===== config.mk =====
export PLATFORM = sky130hd
export DESIGN_NAME = ofd_decoder
export DESIGN_NICKNAME = d
export VERILOG_FILES = /design/src/core/ofd_pkg.sv /design/src/core/ofd_reg_decode.sv /design/src/core/ofd_decoder.sv
export VERILOG_INCLUDE_DIRS = /design/src /design/src/core
export SDC_FILE = /design/constraint.sdc
export NUM_CORES = 1
export LEC_CHECK = 0
export BUFFER_PORTS_ARGS = -buffer_cell sky130_fd_sc_hd__buf_2
export CORE_MARGIN = 5
export CORE_UTILIZATION = 40
export DETAILED_ROUTE_END_ITERATION = 16
export PLACE_DENSITY = 0.74
export SETUP_SLACK_MARGIN = 0.4
export SLEW_MARGIN = 40
export SYNTH_ARGS = -nofsm -noshare
export SYNTH_HDL_FRONTEND = slang
export SYNTH_SLANG_ARGS = --single-unit

===== constraint.sdc =====
create_clock -name ref_clk_i -period 1.21 [get_ports ref_clk_i]
set_clock_uncertainty 0.05 [all_clocks]
set_input_delay 0.242 -clock ref_clk_i [delete_from_list [all_inputs] [get_ports ref_clk_i]]
set_output_delay 0.242 -clock ref_clk_i [all_outputs]
set_load 0.01 [all_outputs]

===== src/core/ofd_consts.svh =====
// constants for the operand field decoder
`ifndef OFD_CONSTS_SVH
`define OFD_CONSTS_SVH
`define OFD_MOD_HI 7
`define OFD_MOD_LO 6
`define OFD_MID_HI 5
`define OFD_MID_LO 3
`define OFD_RM_HI 2
`define OFD_RM_LO 0
`define OFD_OPC_SEG2_HI 4
`define OFD_OPC_SEG2_LO 3
`define OFD_MOD_REG 2'h3
`define OFD_MOD_NODISP 2'h0
`define OFD_MOD_DISP8 2'h1
`define OFD_MOD_DISP16 2'h2
`define OFD_RM_SIB 3'h4
`define OFD_RM_DIRECT 3'h6
`define OFD_SEG3_FIRST_RSVD 3'h6
`define OFD_IDX_RESET 3'h0
`endif


===== src/core/ofd_pkg.sv =====
// types for the operand field decoder
package ofd_pkg;
  typedef enum logic [1:0] {OFD_W_BYTE_LO, OFD_W_BYTE_HI, OFD_W_FULL16, OFD_W_FULL32} ofd_width_t;
  typedef enum logic [1:0] {OFD_SRC_OPCODE, OFD_SRC_MID, OFD_SRC_RM} ofd_reg_src_t;
  typedef enum logic [1:0] {OFD_SEGSRC_NONE, OFD_SEGSRC_TWO, OFD_SEGSRC_THREE} ofd_seg_src_t;
  typedef enum logic [2:0] {
    OFD_SEG_NONE, OFD_SEG_EXTRA, OFD_SEG_CODE, OFD_SEG_STACK, OFD_SEG_DATA, OFD_SEG_ADDED_A, OFD_SEG_ADDED_B
  } ofd_seg_t;
  typedef enum logic [1:0] {OFD_BASE_NONE, OFD_BASE_GP, OFD_BASE_FRAME} ofd_base_t;
  typedef enum logic [1:0] {OFD_INDEX_NONE, OFD_INDEX_SRC, OFD_INDEX_DEST} ofd_index_t;
  typedef enum logic [1:0] {OFD_DISP_NONE, OFD_DISP_EIGHT, OFD_DISP_SIXTEEN} ofd_disp_t;
endpackage


===== src/core/ofd_reg_decode.sv =====
// general register selector decode, used for the reg and rm fields
`timescale 1ns/1ps
`default_nettype none
module ofd_reg_decode
  import ofd_pkg::*;
(
  // selector and size controls
  input wire logic [2:0] sel_i,
  input wire logic has_w_i,
  input wire logic w_i,
  input wire logic op32_i,
  // decoded register
  output logic [2:0] idx_o,
  output ofd_width_t width_o
);
  always_comb begin
    idx_o = sel_i;
    width_o = op32_i ? OFD_W_FULL32 : OFD_W_FULL16;
    // byte registers when w is 0
    if (has_w_i && !w_i) begin
      idx_o = {1'b0, sel_i[1:0]};
      width_o = sel_i[2] ? OFD_W_BYTE_HI : OFD_W_BYTE_LO;
    end
  end
endmodule // ofd_reg_decode
`default_nettype wire


===== src/core/ofd_decoder.sv =====
// operand field decoder: register, segment and 16-bit address mode decode
// Behaviour
// - register selector comes from opcode bits, modrm middle field or rm field
// - without size bit, selector 0..7 picks full-size registers 0..7
// - size bit 0: 0..3 low byte, 4..7 second byte of registers 0..3
// - two-bit segment selector: extra, code, stack, data
// - three-bit selector adds two segments; codes 6 and 7 reserved
// - addressing from modrm byte unless instruction has fixed addressing
// - scale-index-base byte follows only in 32-bit addressing, rm 4, mod not 3
// - modrm middle bits are opcode extension or register selector
// - 16-bit address table used only when address size is 16; 32-bit table left to the wider path
// - mod 3 makes rm a register, decoded like the selector
// - size bit 0 is byte operand, 1 is full operation size
// - size prefixes invert default operand and address size
`timescale 1ns/1ps
`default_nettype none
`include "ofd_consts.svh"
module ofd_decoder
  import ofd_pkg::*;
(
  // clock and reset
  input wire logic ref_clk_i,
  input wire logic rst_n_i,
  // fetched instruction bytes
  input wire logic valid_i,
  input wire logic [7:0] opcode_i,
  input wire logic [7:0] modrm_i,
  // instruction class controls
  input wire logic has_modrm_i,
  input wire logic mid_is_reg_i,
  input wire ofd_reg_src_t reg_src_i,
  input wire ofd_seg_src_t seg_src_i,
  input wire logic has_w_i,
  input wire logic w_i,
  // size state
  input wire logic default_32_i,
  input wire logic opsize_prefix_i,
  input wire logic addrsize_prefix_i,
  // register operand results
  output logic valid_o,
  output logic op32_o,
  output logic addr32_o,
  output logic reg_valid_o,
  output logic [2:0] reg_idx_o,
  output ofd_width_t reg_width_o,
  output logic [2:0] opext_o,
  output logic rm_is_reg_o,
  output logic [2:0] rm_idx_o,
  output ofd_width_t rm_width_o,
  // segment results
  output ofd_seg_t seg_o,
  output logic seg_invalid_o,
  // memory address results
  output logic mem_valid_o,
  output logic sib_follows_o,
  output ofd_base_t ea_base_o,
  output ofd_index_t ea_index_o,
  output ofd_disp_t ea_disp_o,
  output ofd_seg_t ea_seg_o
);
  ////////////////////////////////////////////////////////////////////////////
  logic [1:0] mode;
  logic [2:0] mid;
  logic [2:0] rm;
  logic op32;
  logic addr32;
  logic [2:0] next_sel;
  logic [2:0] next_reg_idx;
  ofd_width_t next_reg_width;
  logic [2:0] next_rm_idx;
  ofd_width_t next_rm_width;
  ofd_seg_t next_seg;
  logic next_seg_invalid;
  logic next_mem;
  ofd_base_t next_base;
  ofd_index_t next_index;
  ofd_disp_t next_disp;

  assign mode = modrm_i[`OFD_MOD_HI:`OFD_MOD_LO];
  assign mid = modrm_i[`OFD_MID_HI:`OFD_MID_LO];
  assign rm = modrm_i[`OFD_RM_HI:`OFD_RM_LO];
  assign op32 = default_32_i ^ opsize_prefix_i;
  assign addr32 = default_32_i ^ addrsize_prefix_i;

  always_comb begin
    case (reg_src_i)
      OFD_SRC_OPCODE: next_sel = opcode_i[`OFD_RM_HI:`OFD_RM_LO];
      OFD_SRC_MID: next_sel = mid;
      OFD_SRC_RM: next_sel = rm;
      default: next_sel = mid;
    endcase
  end

  ofd_reg_decode u_reg_dec (
    .sel_i(next_sel),
    .has_w_i(has_w_i),
    .w_i(w_i),
    .op32_i(op32),
    .idx_o(next_reg_idx),
    .width_o(next_reg_width)
  );

  ofd_reg_decode u_rm_dec (
    .sel_i(rm),
    .has_w_i(has_w_i),
    .w_i(w_i),
    .op32_i(op32),
    .idx_o(next_rm_idx),
    .width_o(next_rm_width)
  );

  ////////////////////////////////////////////////////////////////////////////
  always_comb begin
    next_seg_invalid = 1'b0;
    next_seg = OFD_SEG_NONE;
    case (seg_src_i)
      OFD_SEGSRC_TWO: begin
        case (opcode_i[`OFD_OPC_SEG2_HI:`OFD_OPC_SEG2_LO])
          2'h0: next_seg = OFD_SEG_EXTRA;
          2'h1: next_seg = OFD_SEG_CODE;
          2'h2: next_seg = OFD_SEG_STACK;
          default: next_seg = OFD_SEG_DATA;
        endcase
      end
      OFD_SEGSRC_THREE: begin
        case (mid)
          3'h0: next_seg = OFD_SEG_EXTRA;
          3'h1: next_seg = OFD_SEG_CODE;
          3'h2: next_seg = OFD_SEG_STACK;
          3'h3: next_seg = OFD_SEG_DATA;
          3'h4: next_seg = OFD_SEG_ADDED_A;
          3'h5: next_seg = OFD_SEG_ADDED_B;
          default: next_seg_invalid = 1'b1;
        endcase
      end
      default: next_seg = OFD_SEG_NONE;
    endcase
  end

  ////////////////////////////////////////////////////////////////////////////
  // memory form only with modrm byte
  assign next_mem = has_modrm_i && (mode != `OFD_MOD_REG);

  // 16-bit table, 32-bit table left to the wider path
  always_comb begin
    next_base = OFD_BASE_NONE;
    next_index = OFD_INDEX_NONE;
    next_disp = OFD_DISP_NONE;
    if (next_mem && !addr32) begin
      case (rm)
        3'h0, 3'h1, 3'h2, 3'h3: begin
          next_base = rm[1] ? OFD_BASE_FRAME : OFD_BASE_GP;
          next_index = rm[0] ? OFD_INDEX_DEST : OFD_INDEX_SRC;
        end
        3'h4: next_index = OFD_INDEX_SRC;
        3'h5: next_index = OFD_INDEX_DEST;
        // rm 6 with displacement is frame pointer
        3'h6: next_base = (mode == `OFD_MOD_NODISP) ? OFD_BASE_NONE : OFD_BASE_FRAME;
        default: next_base = OFD_BASE_GP;
      endcase
      case (mode)
        `OFD_MOD_DISP8: next_disp = OFD_DISP_EIGHT;
        `OFD_MOD_DISP16: next_disp = OFD_DISP_SIXTEEN;
        default: next_disp = (rm == `OFD_RM_DIRECT) ? OFD_DISP_SIXTEEN : OFD_DISP_NONE;
      endcase
    end
  end

  ////////////////////////////////////////////////////////////////////////////
  // one register stage
  always_ff @(posedge ref_clk_i or negedge rst_n_i) begin
    if (!rst_n_i) begin
      valid_o <= 1'b0;
      op32_o <= 1'b0;
      addr32_o <= 1'b0;
    end else begin
      valid_o <= valid_i;
      op32_o <= op32;
      addr32_o <= addr32;
    end
  end

  always_ff @(posedge ref_clk_i or negedge rst_n_i) begin
    if (!rst_n_i) begin
      reg_valid_o <= 1'b0;
      reg_idx_o <= `OFD_IDX_RESET;
      reg_width_o <= OFD_W_BYTE_LO;
      opext_o <= `OFD_IDX_RESET;
    end else begin
      reg_valid_o <= valid_i && (reg_src_i != OFD_SRC_MID || mid_is_reg_i);
      reg_idx_o <= next_reg_idx;
      reg_width_o <= next_reg_width;
      opext_o <= mid_is_reg_i ? `OFD_IDX_RESET : mid;
    end
  end

  always_ff @(posedge ref_clk_i or negedge rst_n_i) begin
    if (!rst_n_i) begin
      rm_is_reg_o <= 1'b0;
      rm_idx_o <= `OFD_IDX_RESET;
      rm_width_o <= OFD_W_BYTE_LO;
    end else begin
      rm_is_reg_o <= valid_i && has_modrm_i && (mode == `OFD_MOD_REG);
      rm_idx_o <= next_rm_idx;
      rm_width_o <= next_rm_width;
    end
  end

  always_ff @(posedge ref_clk_i or negedge rst_n_i) begin
    if (!rst_n_i) begin
      seg_o <= OFD_SEG_NONE;
      seg_invalid_o <= 1'b0;
    end else begin
      seg_o <= next_seg;
      seg_invalid_o <= valid_i && next_seg_invalid;
    end
  end

  always_ff @(posedge ref_clk_i or negedge rst_n_i) begin
    if (!rst_n_i) begin
      mem_valid_o <= 1'b0;
      sib_follows_o <= 1'b0;
      ea_base_o <= OFD_BASE_NONE;
      ea_index_o <= OFD_INDEX_NONE;
      ea_disp_o <= OFD_DISP_NONE;
      ea_seg_o <= OFD_SEG_NONE;
    end else begin
      mem_valid_o <= valid_i && next_mem;
      sib_follows_o <= valid_i && next_mem && addr32 && (rm == `OFD_RM_SIB);
      ea_base_o <= next_base;
      ea_index_o <= next_index;
      ea_disp_o <= next_disp;
      ea_seg_o <= (next_mem && !addr32) ? ((next_base == OFD_BASE_FRAME) ? OFD_SEG_STACK : OFD_SEG_DATA)
                                        : OFD_SEG_NONE;
    end
  end
endmodule // ofd_decoder
`default_nettype wire


# Yosys cells after proc, flatten, opt, wreduce, memory -nomap -nowiden
# Cells that the tools add are included.
[op_classes]
n_addsub = 0
multipliers = 0
eq_ne = 22
bitwise = 2
n_shift = 0
n_div = 0
n_reduce_logical = 21
n_lt_le_gt_ge = 0
mux = 26
[ops]
columns = ["operator", "count"]
rows = [
  ["$mux 2", 9],
  ["$pmux 3 s6", 1],
  ["$eq 3x3->1 const B", 5],
  ["$mux 3", 5],
  ["$eq 2x2->1 const B", 6],
  ["$eq 3x2->1 const B", 4],
  ["$pmux 2 s3", 2],
  ["$pmux 3 s2", 2],
  ["$logic_and 1x1->1", 10],
  ["$pmux 3 s3", 1],
  ["$eq 2x1->1 const B", 3],
  ["$eq 3x1->1 const B", 2],
  ["$logic_not 2->1", 3],
  ["$logic_not 3->1", 2],
  ["$reduce_or 6->1", 1],
  ["$mux 1", 5],
  ["$pmux 2 s2", 1],
  ["$reduce_or 4->1", 1],
  ["$logic_not 1->1", 2],
  ["$ne 2x1->1 const B", 1],
  ["$ne 2x2->1 const B", 1],
  ["$reduce_or 2->1", 1],
  ["$xor 1x1->1", 2],
  ["$logic_or 1x1->1", 1],
]
[word_totals]
ramBits = 0
elab_cells = 89
mem_count = 0
mem_bits_ro = 0
ff_bits = 33
latch_bits = 0

# Depth between registers and ports, before layout
[logic_depth]
depth_word = 7
depth_mapped = 5
mapped_depth_nobuf = 5

# Hierarchy
# From an unflattened synthesis, not the netlist that was laid out.
[hier_totals]
hier_cells = 112
area_unflattened_um2 = 1367.6
[modules_own_cells]
columns = ["mod", "area_each_um2", "seq_area_each_um2", "n_inst", "cells_per_inst"]
rows = [
  ["ofd_decoder", 1265.0, 800.8, 1, 102],
  ["ofd_reg_decode", 51.3, 0.0, 2, 5],
]

# Least setup slack after synthesis
# No wires, ideal clock.
[synth_timing]
kind = "input to register"
from = "input port modrm_i[6]"
to = "register sib_follows_o"
t_arrival_ps = 905
setup_slack_ps = 188
t_required_ps = 1093
cell_stages = 4
path_cell_list = "ha_1 nor2b_2 and2_1 and4_2"
[synth_via]
elab_chain_len = 5
[synth_rtl]
columns = ["item", "line_no", "text"]
rows = [
  ["from (decl)", "ofd_decoder.sv:27", "input wire logic [7:0] modrm_i,"],
  ["$ne 2x2->1 (no line)", "-", ""],
  ["$logic_and 1x1->1", "ofd_decoder.sv:142", "assign next_mem = has_modrm_i && (mode != `OFD_MOD_REG);"],
  ["$logic_and 1x1->1 (3 in a row)", "ofd_decoder.sv:229", "sib_follows_o <= valid_i && next_mem && addr32 && (rm == `OFD_RM_SIB);"],
  ["to (signal assigned)", "ofd_decoder.sv:229", ""],
  ["to (decl)", "ofd_decoder.sv:55", "output logic sib_follows_o,"],
]
# Every way passes these cells.

# Final worst setup path
[layout_timing]
from = "register ea_base_o[0]"
to = "output port ea_base_o[0]"
[layout_lines]
columns = ["item", "line_no", "text"]
rows = [
  ["from (decl)", "ofd_decoder.sv:56", "output ofd_base_t ea_base_o,"],
  ["from (signal assigned)", "ofd_decoder.sv:230", "ea_base_o <= next_base;"],
]
# No word-level cell between the ends.

==> results.json <==
{
  "synthFlopType": "dfrtp_1",
  "seq_area_sq_um": 776,
  "tns_ns": 0,
  "final_cells": 224,
  "crit_fanout": 1,
  "rsz0062_at_grt": "yes",
  "yosysUniqueCellTypes": 34,
  "drive_gt1_frac": 0.522,
  "start_kind": "register",
  "fill_cells": 273,
  "p_leak_nw": 1.02,
  "setup_viol": 0,
  "hold_violations": 0,
  "antenna_found_initial": 0,
  "cp_top_family": "flip-flops",
  "syn2layout_area_growth_pct": 48.2,
  "min_from": "valid_i",
  "power.density_nw_per_um2": 1190,
  "place_congestion": 0.794,
  "cts_tree": "done",
  "drtAntennaViolNets": 0,
  "final_cell_mix": "48 x buf_2, 31 x dfrtp_1, 13 x nor2_1",
  "synth.net_count": 150,
  "ir_drop_mv": 0.586,
  "cts_max_level": 2,
  "vias_per_cell": 4.49,
  "cp_slowest_cell": "dfrtp_1",
  "rows": 21,
  "clock-root-buffer": "clkbuf_4",
  "worst_ep_arrival_time_ns": 0.85,
  "hp-class": "input port to register",
  "place_inst": 215,
  "fmax_mhz": 873,
  "cts_setup_buffers": 0,
  "drv_cap": 0,
  "min_to": "valid_o$_DFF_PN0_",
  "clk_pin_slew_ns": 0.10,
  "path_depth": 1,
  "p_switching_w": 0.000571,
  "dpl-instance-area_sq_um": 1790,
  "wl_microns": 2880,
  "synth_warnings": 0,
  "track_usage": 0.135,
  "grt_max_degree": 20,
  "combPwrFrac": 0.172,
  "grt_pass1_wl_microns": 4400,
  "synthCells": 111,
  "crit_chain": "buf_6",
  "async_reset_ff_frac": 1.00,
  "synth-edff-count": 0,
  "multi_input_area_sq_um": 577,
  "grt_pass1_vias": 981,
  "dp_hpwl_microns": 2360,
  "clock-sinks": 31,
  "p_int_w": 0.00177,
  "status": "finished, final reports clean",
  "hold_depth": 1,
  "worstMarginPinSlew_ns": 0.282,
  "p_sw_frac": 0.244,
  "slowest_delay_ns": 0.40,
  "drt-initial-drc-count": 37,
  "nNetsFinal": 216,
  "pwr-share-seq": 0.474,
  "fin_crit_sh": 0.947,
  "crit_type": "register to primary output",
  "vias": 1006,
  "slew_viol_final": 0,
  "wl_per_cell_microns": 12.9,
  "finalInstanceArea_sq_um": 1970,
  "drc_errors": 0,
  "gr-total-overflow": 0,
  "start_util": 0.405,
  "avgSynthCellArea_sq_um": 12.0,
  "core_sq_um": 3280,
  "synth_area_sq_um": 1330,
  "power.share.clock": 0.354,
  "final_util": 0.600,
  "period_needed_ns": 1.15,
  "port_buffers": 59,
  "synth_seq_cells": 31,
  "diodes": 0,
  "worstPathRequired_ns": 0.92,
  "endpoint_kind": "primary output",
  "first_pass_iters": 4,
  "cts_buffers": 5,
  "clockBufferDepth": 2,
  "relSlewSlack": 0.811,
  "dieArea_sq_um": 4570,
  "die_y_microns": 67.6,
  "crit_buf_inv": 1,
  "seq_area_frac_synth": 0.584,
  "final_common_cell": "buf_2",
  "dieWidth_microns": 67.6,
  "io_pins": 63
}
-- power by group through the flow --
stage	clock network, W	registers [W]	logic (W)
3_3_place_gp	0	0.00113	0.000371
3_5_place_dp	0	0.00113	0.000381
6_report	0.000830	0.00111	0.000403
4_1_cts	0.000846	0.00111	0.000396
2_1_floorplan	0	0.00116	0.000158
5_1_grt	0.000902	0.00111	0.000447
-- cell usage after synthesis, types with 2 or more instances --
library cell,n,area share
ha_1,9,0.085
o22ai_1,2,0.0094
a211oi_1,2,0.011
inv_1,10,0.028
and3_1,2,0.0094
nor2_1,13,0.037
mux2i_1,3,0.023
nand2_1,8,0.023
dfrtp_1,31,0.58
o21ai_0,3,0.011
buf_4,2,0.011
a21oi_1,2,0.0075
nor2b_1,3,0.014
-- registers in the layout, indices dropped and copies added (netlist names) --
register / cells
sib_follows_o: 1
opext_o: 3
rm_is_reg_o: 1
rm_idx_o: 3
reg_idx_o: 3
mem_valid_o: 1
ea_base_o: 2
ea_seg_o: 2
ea_disp_o: 2
valid_o: 1
op32_o: 1
seg_invalid_o: 1
reg_valid_o: 1
rm_width_o: 1
seg_o: 3
reg_width_o: 2
addr32_o: 1
ea_index_o: 2
-- logic make-up (layout without fill, tap and decap cells) --
logic type / Yosys count / in the layout / share of synthesized area
simple gates: 35 / 35 / 0.132
xor+xnor: 2 / 2 / 0.0188
compound gates: 14 / 14 / 0.0697
flops: 31 / 31 / 0.584
buf+inv: 14 / 81 / 0.0518
fa+ha+maj: 9 / 9 / 0.0847
mux: 6 / 6 / 0.0593
-- worst max-delay path by stage --
stage                                start                        to  slack, ns
global route        ea_disp_o[1]$_DFF_PN0_              ea_disp_o[1]       0.01
CTS                  ea_seg_o[1]$_DFF_PN0_               ea_seg_o[0]       0.05
detailed placement              modrm_i[6]    ea_disp_o[1]$_DFF_PN0_      -0.02
floorplan                       modrm_i[2]  reg_width_o[0]$_DFF_PN0_       0.22
finish              ea_base_o[0]$_DFF_PN0_              ea_base_o[0]       0.06
global placement                modrm_i[6]    ea_disp_o[1]$_DFF_PN0_       0.02
-- layer usage --
layer	routed length, microns	GRT usage	up-vias	share of wire
li1	-	-	490	-
met1	1050	0.144	477	0.37
met2	1570	0.236	31	0.54
met3	189	0.0416	8	0.066
met4	73	0.0759	0	0.025
met5	0	0	-	0
-- stage by stage --
step / hold WS [ns] / power [W] / setup slack [ns]
after floorplan: -0.104 / 0.00132 / 0.221
after global placement: 0.0953 / 0.00150 / 0.0195
after detailed placement: 0.0980 / 0.00151 / -0.0170
after CTS: 0.0325 / 0.00235 / 0.0529
after global routing: 0.0283 / 0.00246 / 0.0116
final: 0.0495 / 0.00234 / 0.0646
-- final cells by class --
type | count | area share
clock buffers | 6 | 0.0260
inverters | 10 | 0.0343
well taps | 46 | 0.0292
flip-flops and latches | 31 | 0.394
repair buffers | 63 | 0.206
multi-input cells | 66 | 0.293
clock inverters | 2 | 0.0178
-- timing repair --
action                                 CTS  global route
setup endpoints to repair               38            49
endpoints found under the hold margin   12             0
hold buffers                             1             0
pin swaps                                0             5
resized for setup                        7            11
(Power assumes the default switching activity.)
